**config.mk**
```make
export PLATFORM = sky130hd
export DESIGN_NAME = pbm_regs
export DESIGN_NICKNAME = d
export VERILOG_FILES = /design/src/rtl/pbm_sync.v /design/src/rtl/pbm_regs.v
export VERILOG_INCLUDE_DIRS = /design/src /design/src/rtl
export SDC_FILE = /design/constraint.sdc
export NUM_CORES = 1
export LEC_CHECK = 0
export BUFFER_PORTS_ARGS = -buffer_cell sky130_fd_sc_hd__buf_2
export CAP_MARGIN = 20
export CORE_ASPECT_RATIO = 0.9
export CORE_MARGIN = 2
export CORE_UTILIZATION = 55
export CTS_CLUSTER_DIAMETER = 150
export DETAILED_ROUTE_END_ITERATION = 6
export PLACE_DENSITY = 0.82
export SYNTH_ARGS = -nofsm -noshare
export SYNTH_HDL_FRONTEND = slang
export SYNTH_SLANG_ARGS = --single-unit
```
**constraint.sdc**
```tcl
create_clock -name sys_clk_i -period 4.35 [get_ports sys_clk_i]
set_input_delay 0.435 -clock sys_clk_i [delete_from_list [all_inputs] [get_ports sys_clk_i]]
set_output_delay 0.435 -clock sys_clk_i [all_outputs]
set_load 0.02 [all_outputs]
```
**src/rtl/pbm_defines.vh**
```
// Constants for the management register bank of the 10/100 transceiver.
`ifndef PBM_DEFINES_VH
`define PBM_DEFINES_VH

// ----------------------------------------------------------------------
// Register addresses
// ----------------------------------------------------------------------
`define PBM_ADDR_CONTROL 5'h00
`define PBM_ADDR_STATUS 5'h01
`define PBM_ADDR_ID_HIGH 5'h02
`define PBM_ADDR_ID_LOW 5'h03
`define PBM_ADDR_ADVERTISE 5'h04
`define PBM_ADDR_PARTNER 5'h05
`define PBM_ADDR_EXPANSION 5'h06

// ----------------------------------------------------------------------
// Reset values
// ----------------------------------------------------------------------
`define PBM_RST_CONTROL 16'h3100
`define PBM_RST_STATUS 16'h7849
`define PBM_RST_ADVERTISE 16'h01e1
`define PBM_RST_PARTNER 16'h0080
`define PBM_RST_EXPANSION 16'h0000

// ----------------------------------------------------------------------
// Control register field positions
// ----------------------------------------------------------------------
`define PBM_CTL_SOFT_RESET 15
`define PBM_CTL_LOOPBACK 14
`define PBM_CTL_SPEED 13
`define PBM_CTL_ANEG_EN 12
`define PBM_CTL_POWER_DOWN 11
`define PBM_CTL_ANEG_RESTART 9
`define PBM_CTL_DUPLEX 8

// ----------------------------------------------------------------------
// Management frame codes
// ----------------------------------------------------------------------
`define PBM_OP_READ 2'h2
`define PBM_OP_WRITE 2'h1
`define PBM_PREAMBLE_BITS 32

// ----------------------------------------------------------------------
// Timing
// ----------------------------------------------------------------------
`define PBM_CLK_PERIOD_NS 4
`define PBM_SRST_TIME_NS 1000
`define PBM_SRST_CYCLES \
   ((`PBM_SRST_TIME_NS + `PBM_CLK_PERIOD_NS - 1) / `PBM_CLK_PERIOD_NS)

`endif

```
**src/rtl/pbm_sync.v**
```verilog
// Two flip-flop synchroniser for a group of asynchronous levels.
module pbm_sync #(
   parameter W = 1
) (
   input wire sys_clk_i,
   input wire rst_n_i,
   input wire [W-1:0] async_i,
   output wire [W-1:0] sync_o
);

   reg [W-1:0] meta_reg;
   reg [W-1:0] sync_reg;

   // The first stage feeds only the second stage.
   always @(posedge sys_clk_i or negedge rst_n_i) begin
      if (!rst_n_i) begin
         meta_reg <= {W{1'b0}};
         sync_reg <= {W{1'b0}};
      end else begin
         meta_reg <= async_i;
         sync_reg <= meta_reg;
      end
   end

   assign sync_o = sync_reg;

endmodule // pbm_sync

```
**src/rtl/pbm_regs.v**
```verilog
// Management register bank with serial management frame slave.
//
// Overview of operation
// Writing one to bit 15 restores all defaults.
// Soft reset bit clears itself when done.
// Control writes ignored during one microsecond reset.
// Zero write ignored; soft reset reads zero.
// Loopback bit routes transmit nibble to receive.
// Loopback ends on zero write or reset.
// Forced speed: one 100, zero 10.
// Speed bit idle under negotiation; reads stored.
// Fibre mode holds speed one, read-only.
// Negotiation enable overrides speed and duplex bits.
// Strap-disabled negotiation ignores enable bit writes.
// Negotiation re-enabled by one write or reset.
// Enable bit reads last written, else one; fibre mode reads zero.
// Power down stops transceiver, keeps management.
// Zero write leaves power down; reads state.
// Reset loads the documented register defaults.
// Two fixed identifier registers at two, three.
// Reset values: reset 0, enable 1, power 0.
// Management clock crosses domains through synchronisers.
// Duplex: forced when negotiation off, else result.
// Clause-22 frames, five-bit address, sixteen-bit data.
`include "pbm_defines.vh"
module pbm_regs #(
   parameter [15:0] ID_HIGH = 16'h0a5a, // Arbitrary identification value.
   parameter [15:0] ID_LOW = 16'h5a0a // Arbitrary identification value.
) (
   input wire sys_clk_i,
   input wire resetn_i,
   input wire mdc_i,
   input wire mdio_i,
   output reg mdio_o,
   output reg mdio_oe_n_o,
   input wire [4:0] phy_addr_i,
   input wire negotiation_strap_pin_i,
   input wire fibre_fast_mode_i,
   input wire aneg_speed_100_i,
   input wire aneg_full_duplex_i,
   input wire [3:0] txd_i,
   input wire tx_en_i,
   input wire [3:0] line_rxd_i,
   input wire line_rx_dv_i,
   output reg [3:0] rxd_o,
   output reg rx_dv_o,
   output reg loopback_o,
   output reg speed_100_o,
   output reg full_duplex_o,
   output reg aneg_enable_o,
   output reg aneg_restart_o,
   output reg power_down_o,
   output reg soft_reset_o
);

   // -------------------------------------------------------------------
   // Frame states and constants
   // -------------------------------------------------------------------
   localparam [2:0] S_PRE = 3'h0;
   localparam [2:0] S_ST = 3'h1;
   localparam [2:0] S_HDR = 3'h2;
   localparam [2:0] S_TA = 3'h3;
   localparam [2:0] S_DATA = 3'h4;
   localparam [15:0] CTL_DEF = `PBM_RST_CONTROL;
   localparam integer SRST_INT = `PBM_SRST_CYCLES;
   localparam integer PRE_INT = `PBM_PREAMBLE_BITS;
   localparam [7:0] SRST_CYCLES = SRST_INT[7:0];
   localparam [5:0] PRE_BITS = PRE_INT[5:0];

   // -------------------------------------------------------------------
   // Reset release and input synchronisers
   // -------------------------------------------------------------------
   reg [1:0] rst_pipe_reg;
   wire rst_n;
   wire [10:0] sync_in;
   wire [10:0] sync_out;
   wire mdc_s;
   wire mdio_s;
   wire [4:0] phy_addr_s;
   wire strap_s;
   wire fibre_s;
   wire an_spd_s;
   wire an_fd_s;

   // Releases the asynchronous reset through two flip-flops.
   always @(posedge sys_clk_i or negedge resetn_i) begin
      if (!resetn_i) begin
         rst_pipe_reg <= 2'h0;
      end else begin
         rst_pipe_reg <= {rst_pipe_reg[0], 1'b1};
      end
   end
   assign rst_n = rst_pipe_reg[1];

   // All pins from outside the clock domain pass two flip-flops.
   assign sync_in = {mdc_i, mdio_i, phy_addr_i, negotiation_strap_pin_i,
                     fibre_fast_mode_i, aneg_speed_100_i,
                     aneg_full_duplex_i};

   pbm_sync #(
      .W(11)
   ) u_sync (
      .sys_clk_i(sys_clk_i),
      .rst_n_i(rst_n),
      .async_i(sync_in),
      .sync_o(sync_out)
   );

   assign mdc_s = sync_out[10];
   assign mdio_s = sync_out[9];
   assign phy_addr_s = sync_out[8:4];
   assign strap_s = sync_out[3];
   assign fibre_s = sync_out[2];
   assign an_spd_s = sync_out[1];
   assign an_fd_s = sync_out[0];

   // -------------------------------------------------------------------
   // Register state
   // -------------------------------------------------------------------
   reg mdc_d_reg;
   reg [2:0] state_reg;
   reg [5:0] cnt_reg;
   reg [15:0] shift_reg;
   reg [15:0] tx_reg;
   reg is_read_reg;
   reg hit_reg;
   reg [4:0] addr_reg;
   reg wr_pulse_reg;
   reg [15:0] wr_data_reg;
   reg loop_reg;
   reg speed_reg;
   reg aneg_reg;
   reg pdown_reg;
   reg duplex_reg;
   reg [15:0] adv_reg;
   reg srst_busy_reg;
   reg [7:0] srst_cnt_reg;
   wire mdc_rise;
   wire aneg_eff;
   wire [11:0] hdr;

   assign mdc_rise = mdc_s & ~mdc_d_reg;
   // Negotiation runs only when enabled, strapped on and not in fibre.
   assign aneg_eff = aneg_reg & strap_s & ~fibre_s;
   assign hdr = {shift_reg[10:0], mdio_s};

   // -------------------------------------------------------------------
   // Read data selection
   // -------------------------------------------------------------------
   // Builds the word returned for a register address.
   function [15:0] rd_word;
      input [4:0] a;
      reg [15:0] c;
      begin
         c = 16'h0000;
         c[`PBM_CTL_LOOPBACK] = loop_reg;
         c[`PBM_CTL_SPEED] = fibre_s | speed_reg;
         c[`PBM_CTL_ANEG_EN] = aneg_reg & ~fibre_s;
         c[`PBM_CTL_POWER_DOWN] = pdown_reg;
         c[`PBM_CTL_DUPLEX] = aneg_eff ? an_fd_s : duplex_reg;
         case (a)
            `PBM_ADDR_CONTROL: rd_word = c;
            `PBM_ADDR_STATUS: rd_word = `PBM_RST_STATUS;
            `PBM_ADDR_ID_HIGH: rd_word = ID_HIGH;
            `PBM_ADDR_ID_LOW: rd_word = ID_LOW;
            `PBM_ADDR_ADVERTISE: rd_word = adv_reg;
            `PBM_ADDR_PARTNER: rd_word = `PBM_RST_PARTNER;
            `PBM_ADDR_EXPANSION: rd_word = `PBM_RST_EXPANSION;
            default: rd_word = 16'h0000;
         endcase
      end
   endfunction

   // -------------------------------------------------------------------
   // Management frame engine
   // -------------------------------------------------------------------
   // Samples the data line on each clock rise and drives read data
   // right after a rise, so the master sees it at the next rise.
   always @(posedge sys_clk_i or negedge rst_n) begin
      if (!rst_n) begin
         mdc_d_reg <= 1'b0;
         state_reg <= S_PRE;
         cnt_reg <= 6'h00;
         shift_reg <= 16'h0000;
         tx_reg <= 16'h0000;
         is_read_reg <= 1'b0;
         hit_reg <= 1'b0;
         addr_reg <= 5'h00;
         wr_pulse_reg <= 1'b0;
         wr_data_reg <= 16'h0000;
         mdio_o <= 1'b1;
         mdio_oe_n_o <= 1'b1;
      end else begin
         mdc_d_reg <= mdc_s;
         wr_pulse_reg <= 1'b0;
         if (mdc_rise) begin
            case (state_reg)
               S_PRE: begin
                  if (mdio_s) begin
                     if (cnt_reg < PRE_BITS) begin
                        cnt_reg <= cnt_reg + 6'h01;
                     end
                  end else if (cnt_reg >= PRE_BITS) begin
                     state_reg <= S_ST;
                     cnt_reg <= 6'h00;
                  end else begin
                     cnt_reg <= 6'h00;
                  end
               end
               S_ST: begin
                  cnt_reg <= 6'h00;
                  state_reg <= mdio_s ? S_HDR : S_PRE;
               end
               S_HDR: begin
                  shift_reg <= {shift_reg[14:0], mdio_s};
                  cnt_reg <= cnt_reg + 6'h01;
                  if (cnt_reg == 6'd11) begin
                     cnt_reg <= 6'h00;
                     is_read_reg <= (hdr[11:10] == `PBM_OP_READ);
                     hit_reg <= (hdr[9:5] == phy_addr_s);
                     addr_reg <= hdr[4:0];
                     if (hdr[11:10] == `PBM_OP_READ ||
                         hdr[11:10] == `PBM_OP_WRITE) begin
                        state_reg <= S_TA;
                     end else begin
                        state_reg <= S_PRE;
                     end
                  end
               end
               S_TA: begin
                  cnt_reg <= cnt_reg + 6'h01;
                  if (cnt_reg == 6'h00) begin
                     tx_reg <= rd_word(addr_reg);
                     if (is_read_reg && hit_reg) begin
                        mdio_o <= 1'b0;
                        mdio_oe_n_o <= 1'b0;
                     end
                  end else begin
                     state_reg <= S_DATA;
                     cnt_reg <= 6'h00;
                     mdio_o <= tx_reg[15];
                     tx_reg <= {tx_reg[14:0], 1'b0};
                  end
               end
               S_DATA: begin
                  shift_reg <= {shift_reg[14:0], mdio_s};
                  cnt_reg <= cnt_reg + 6'h01;
                  mdio_o <= tx_reg[15];
                  tx_reg <= {tx_reg[14:0], 1'b0};
                  if (cnt_reg == 6'd15) begin
                     state_reg <= S_PRE;
                     cnt_reg <= 6'h00;
                     mdio_o <= 1'b1;
                     mdio_oe_n_o <= 1'b1;
                     wr_pulse_reg <= ~is_read_reg & hit_reg;
                     wr_data_reg <= {shift_reg[14:0], mdio_s};
                  end
               end
               default: begin
                  state_reg <= S_PRE;
                  cnt_reg <= 6'h00;
               end
            endcase
         end
      end
   end

   // -------------------------------------------------------------------
   // Control and advertisement registers
   // -------------------------------------------------------------------
   // Applies writes, runs the soft reset timer, and restores defaults.
   always @(posedge sys_clk_i or negedge rst_n) begin
      if (!rst_n) begin
         loop_reg <= CTL_DEF[`PBM_CTL_LOOPBACK];
         speed_reg <= CTL_DEF[`PBM_CTL_SPEED];
         aneg_reg <= CTL_DEF[`PBM_CTL_ANEG_EN];
         pdown_reg <= CTL_DEF[`PBM_CTL_POWER_DOWN];
         duplex_reg <= CTL_DEF[`PBM_CTL_DUPLEX];
         adv_reg <= `PBM_RST_ADVERTISE;
         srst_busy_reg <= 1'b0;
         srst_cnt_reg <= 8'h00;
         aneg_restart_o <= 1'b0;
      end else begin
         aneg_restart_o <= 1'b0;
         if (srst_busy_reg) begin
            srst_cnt_reg <= srst_cnt_reg - 8'h01;
            if (srst_cnt_reg == 8'h01) begin
               srst_busy_reg <= 1'b0;
            end
         end else if (wr_pulse_reg &&
                      addr_reg == `PBM_ADDR_CONTROL) begin
            if (wr_data_reg[`PBM_CTL_SOFT_RESET]) begin
               loop_reg <= CTL_DEF[`PBM_CTL_LOOPBACK];
               speed_reg <= CTL_DEF[`PBM_CTL_SPEED];
               aneg_reg <= CTL_DEF[`PBM_CTL_ANEG_EN];
               pdown_reg <= CTL_DEF[`PBM_CTL_POWER_DOWN];
               duplex_reg <= CTL_DEF[`PBM_CTL_DUPLEX];
               adv_reg <= `PBM_RST_ADVERTISE;
               srst_busy_reg <= 1'b1;
               srst_cnt_reg <= SRST_CYCLES;
            end else begin
               loop_reg <= wr_data_reg[`PBM_CTL_LOOPBACK];
               if (!fibre_s) begin
                  speed_reg <= wr_data_reg[`PBM_CTL_SPEED];
               end
               if (strap_s && !fibre_s) begin
                  aneg_reg <= wr_data_reg[`PBM_CTL_ANEG_EN];
               end
               pdown_reg <= wr_data_reg[`PBM_CTL_POWER_DOWN];
               if (!aneg_eff) begin
                  duplex_reg <= wr_data_reg[`PBM_CTL_DUPLEX];
               end
               aneg_restart_o <= wr_data_reg[`PBM_CTL_ANEG_RESTART] &
                                 aneg_eff;
            end
         end else if (wr_pulse_reg &&
                      addr_reg == `PBM_ADDR_ADVERTISE) begin
            adv_reg <= wr_data_reg;
         end
      end
   end

   // -------------------------------------------------------------------
   // Mode outputs and loopback data path
   // -------------------------------------------------------------------
   // Drives the operating mode and mixes the loopback nibble.
   always @(posedge sys_clk_i or negedge rst_n) begin
      if (!rst_n) begin
         rxd_o <= 4'h0;
         rx_dv_o <= 1'b0;
         loopback_o <= 1'b0;
         speed_100_o <= 1'b0;
         full_duplex_o <= 1'b0;
         aneg_enable_o <= 1'b0;
         power_down_o <= 1'b0;
         soft_reset_o <= 1'b0;
      end else begin
         rxd_o <= loop_reg ? txd_i : line_rxd_i;
         rx_dv_o <= loop_reg ? tx_en_i : line_rx_dv_i;
         loopback_o <= loop_reg;
         speed_100_o <= aneg_eff ? an_spd_s :
                        (fibre_s | speed_reg);
         full_duplex_o <= aneg_eff ? an_fd_s : duplex_reg;
         aneg_enable_o <= aneg_eff;
         power_down_o <= pdown_reg;
         soft_reset_o <= srst_busy_reg;
      end
   end

endmodule // pbm_regs

```
==> results.md <==
Run status:
- The run finished with clean final reports.

Setup path:
- The cell family contributing the most delay on the critical path is simple AND/OR/NAND/NOR gates.
- For the worst setup path, the data required time is 4.69 ns.
- Together, buffers and inverters on the worst path number 0.
- STA classifies the critical path startpoint as a register.
- For this run, the slowest stage of the critical path takes 0.57 ns.
- The worst setup path is captured at a register.
- The critical path starts at addr_reg[2]$_DFFE_PN0P_.
- The slowest stage of the critical path is the sky130_fd_sc_hd__dfrtp_1 cell.
- The critical path in this run is classified as register to register.
- The peak fanout along the critical path is 19.
- The number of cells on the worst reg-to-reg path is 4.
- In this run the critical register-to-register path is launched from addr_reg[2]$_DFFE_PN0P_.
- Data on the critical path arrives at its endpoint at 2.55 ns.
- The logic depth of the worst setup path including buffers is 4.
- The signal on the critical path passes through nor3_1 -> nand3_1 -> or3_1 -> o32a_1.

Pwr:
- After layout, the design draws a total of 0.002696 W.
- Net switching is 23.89% of the power.
- The cell-internal power is 0.002052 W.
- The power density relative to cell area is 418.2 mW/mm^2.
- The clock group share of total power is 49.1%.
- The share of total power in sequential cells is 47.8%.
- The worst-case IR drop observed on VDD is 349.7 uV.
- Of the total power, combinational logic draws 3.1%.
- The static leakage is 3.057 nW.
- The switching power is 0.0006443 W.

Route:
- After detailed routing, the number of remaining DRC violations is 0.
- The remaining number of nets flagged by the antenna check after routing is 0.
- The routed via count is 3774.
- Dividing the detail-routed via count by the number of cells gives 5.641.
- The number of design-rule violations left by the first detailed-router iteration is 277.
- For this run, the detailed router's first-pass iteration total came to 5.
- After detailed routing, the average wire length per cell comes to 16.61 microns.
- The final wirelength is 11.11 mm.

Worst hold path:
- The launch point of the worst hold path is phy_addr_i[0].
- Along the worst hold path, the cell count comes to 1.
- The min-delay analysis places its worst path in the category primary input to register.

Synth:
- The synthesized netlist occupies a cell area of 0.005618 sq mm.
- Sequential elements use 59.47% of the synthesized area.
- Counting flops with a built-in enable in the synthesized netlist gives 0.
- After synthesis the netlist holds a flip-flop and latch count of 133.
- The top flip-flop cell by instance count after synthesis is sky130_fd_sc_hd__dfrtp_1.
- The average instance in the mapped netlist occupies 11.37 sq um.
- In the synthesized netlist the async set-or-reset flop fraction comes to 100.0%.
- During synthesis, Yosys emitted a total of 0 warnings.
- In this run, distinct cell masters in the synthesized netlist total 57.
- The net count after synthesis is 522.
- The count of mapped cells out of synthesis is 494.

Clock network:
- The clock passes through at most 2 buffers.
- The total setup buffers inserted after CTS is 0.
- The latest clock arrival within the worst-skew pair is 0.42 ns.
- The number of H-tree branching levels is 4.
- The hold buffer count at cts is 1.
- The CTS buffer count is 17.
- Clock-pin slew was measured on the worst setup and hold paths at 0.06 ns.
- Post-CTS repair changed the size of 0 cells.
- Clock tree synthesis found a total of 133 sinks.
- The cell at the root of the clock tree is sky130_fd_sc_hd__clkbuf_16.
- TritonCTS built the clock tree.

Finish:
- The fraction of layout cells with a size suffix above 1 is 25.41%.
- The area growth from synthesis to layout is 14.77%.
- The layout has 736 filler cells.
- The final layout contains 558 nets.
- The number of diodes is 0.

Timing:
- Timing would allow up to 0.4523 GHz.
- At the pin with the least slew margin, the transition time is 0.9047 ns.
- The relative slew slack is 39.69%.
- The hold violation count in the final report is 0.
- The final max-slew violation count is 0.
- Setup violations remaining at the end of the flow were counted as 0.
- The final critical path takes up 50.83% of the cycle.
- The aggregate negative setup slack is 0 ns.
- For the finished layout, the period the worst path requires is 2.211 ns.
- Setup repair after global routing left no endpoint under its margin.
- The final setup skew is 0.008977 ns.

Global routing:
- The initial antenna violation count was 0.
- Across every metal layer, demand over resource in global routing totals 21.93%.
- Entering global routing, the biggest net connects 73 pins.
- The total congestion overflow after global routing is 0.
- The via count of the first global-routing pass was 3809.
- The first global-routing pass estimated 19.07 mm of wire.

Floorplanning:
- The die covers 0.01104 sq mm.
- In this run the standard cell core region covers 0.009784 sq mm.
- The initial utilization of the core area, before any placement, comes to 57.42%.
- The row count is 34.
- 37 I/O pins were placed.
- The floorplan step set the die width to 110.5 microns.
- The die is 99.88 microns tall.

Job:
- The max-capacitance violation count is 0.

Placement:
- Once detailed placement completed, the half-perimeter wirelength came to 7.515 mm.
- In this run the tool buffered the top-level ports with 36 buffer cells.
- The placer's final routability congestion estimate is 0.9233.
==> layer usage <==
| layer | part of all wire, % | track usage [%] |
|---|---|---|
| met2 | 49 | 35.44 |
| met5 | 0 | 0 |
| met3 | 4.6 | 6.039 |
| met1 | 45 | 29.93 |
| met4 | 0.86 | 5.769 |
==> cell families (layout without fill, tap and decap cells) <==
kind of cell / count (synthesis) / after routing / synth area share, %
fa+ha+maj: 5 / 5 / 1.114
xor+xnor: 11 / 11 / 1.715
buf+inv: 35 / 84 / 2.695
other cells: 1 / 1 / 0.06675
mux: 48 / 48 / 9.555
simple gates: 161 / 161 / 14.52
compound gates: 100 / 100 / 10.87
flops: 133 / 133 / 59.47
==> cell usage in the layout, fill, tap and decap left out, drive strengths merged, types with 6 or more instances in the layout <==
cell type	instances
clkbuf	19
dfstp	10
o21ai	37
mux2	45
a22oi	7
nor3	11
nor2b	10
nand2	70
xor2	6
nor2	28
dfrtp	123
a21oi	25
buf	41
and3	8
inv	17
nand3	7
==> metrics by stage <==
step | worst slack (ns) | instances | hold slack, ns | cell area [sq um] | utilization, %
2_1_floorplan | 0.3876 | 494 | 0.1394 | 5618 | -
3_3_place_gp | 2.261 | 636 | 0.2199 | 5883 | 60.13
3_5_place_dp | 2.164 | 636 | 0.2236 | 5883 | 60.13
4_1_cts | 2.147 | 669 | 0.1035 | 6447 | 65.90
5_1_grt | 1.920 | 669 | 0.09919 | 6447 | 65.90
6_report | 2.139 | 669 | 0.1168 | 6447 | 65.90
==> synth_stat cells, drive strengths merged, types with 3 or more instances <==
cell type	count	share of area, %
nand3b	3	0.40
mux2i	3	0.53
nor4	3	0.33
dfrtp	123	55
inv	10	0.67
nor3b	4	0.62
nor3	11	1.2
or3	4	0.45
xnor2	5	0.78
a21o	3	0.40
o31ai	4	0.53
nand2b	5	0.56
nor2b	10	1.1
nand2	70	4.7
nor2	28	2.2
o21ai	37	3.3
o211ai	5	0.67
dfstp	10	4.7
and3	8	0.89
a22oi	7	0.94
clkbuf	15	1.0
xor2	6	0.94
nand3	7	0.71
buf	10	1.0
mux2	45	9.0
ha	5	1.1
nand4	3	0.60
a21oi	25	2.2
==> worst paths after layout <==
kind,end,slack [ns]
min in group asynchronous,rst_pipe_reg[1]$_DFF_PN0_,0.33
max in group asynchronous,mdio_o$_DFFE_PN1P_,2.92
max,duplex_reg$_DFFE_PN1P_,2.14
max reg2reg,duplex_reg$_DFFE_PN1P_,2.14
min,u_sync.meta_reg[4]$_DFF_PN0_,0.12
min reg2reg,u_sync.sync_o[2]$_DFF_PN0_,0.35
==> cell type report <==
| cell class | instances | area [sq um] | area share [%] |
|---|---|---|---|
| Clock inverter | 13 | 111.4 | 1.727 |
| Clock buffer | 19 | 442.9 | 6.870 |
| Inverter | 10 | 37.54 | 0.5822 |
| Timing Repair Buffer | 42 | 227.7 | 3.532 |
| Multi-Input combinational cell | 326 | 2126 | 32.97 |
| Tap cell | 126 | 157.7 | 2.445 |
| Sequential cell | 133 | 3344 | 51.87 |
==> power by group through the flow <==
stage / Clock (W) / Combinational [W] / Sequential (W)
floorplan: 0 / 0.0000516 / 0.00131
global placement: 0 / 0.0000805 / 0.00131
detailed placement: 0 / 0.0000838 / 0.00131
CTS: 0.00135 / 0.0000851 / 0.00129
global route: 0.00140 / 0.0000938 / 0.00129
finish: 0.00132 / 0.0000835 / 0.00129
(Power assumes the default switching activity.)
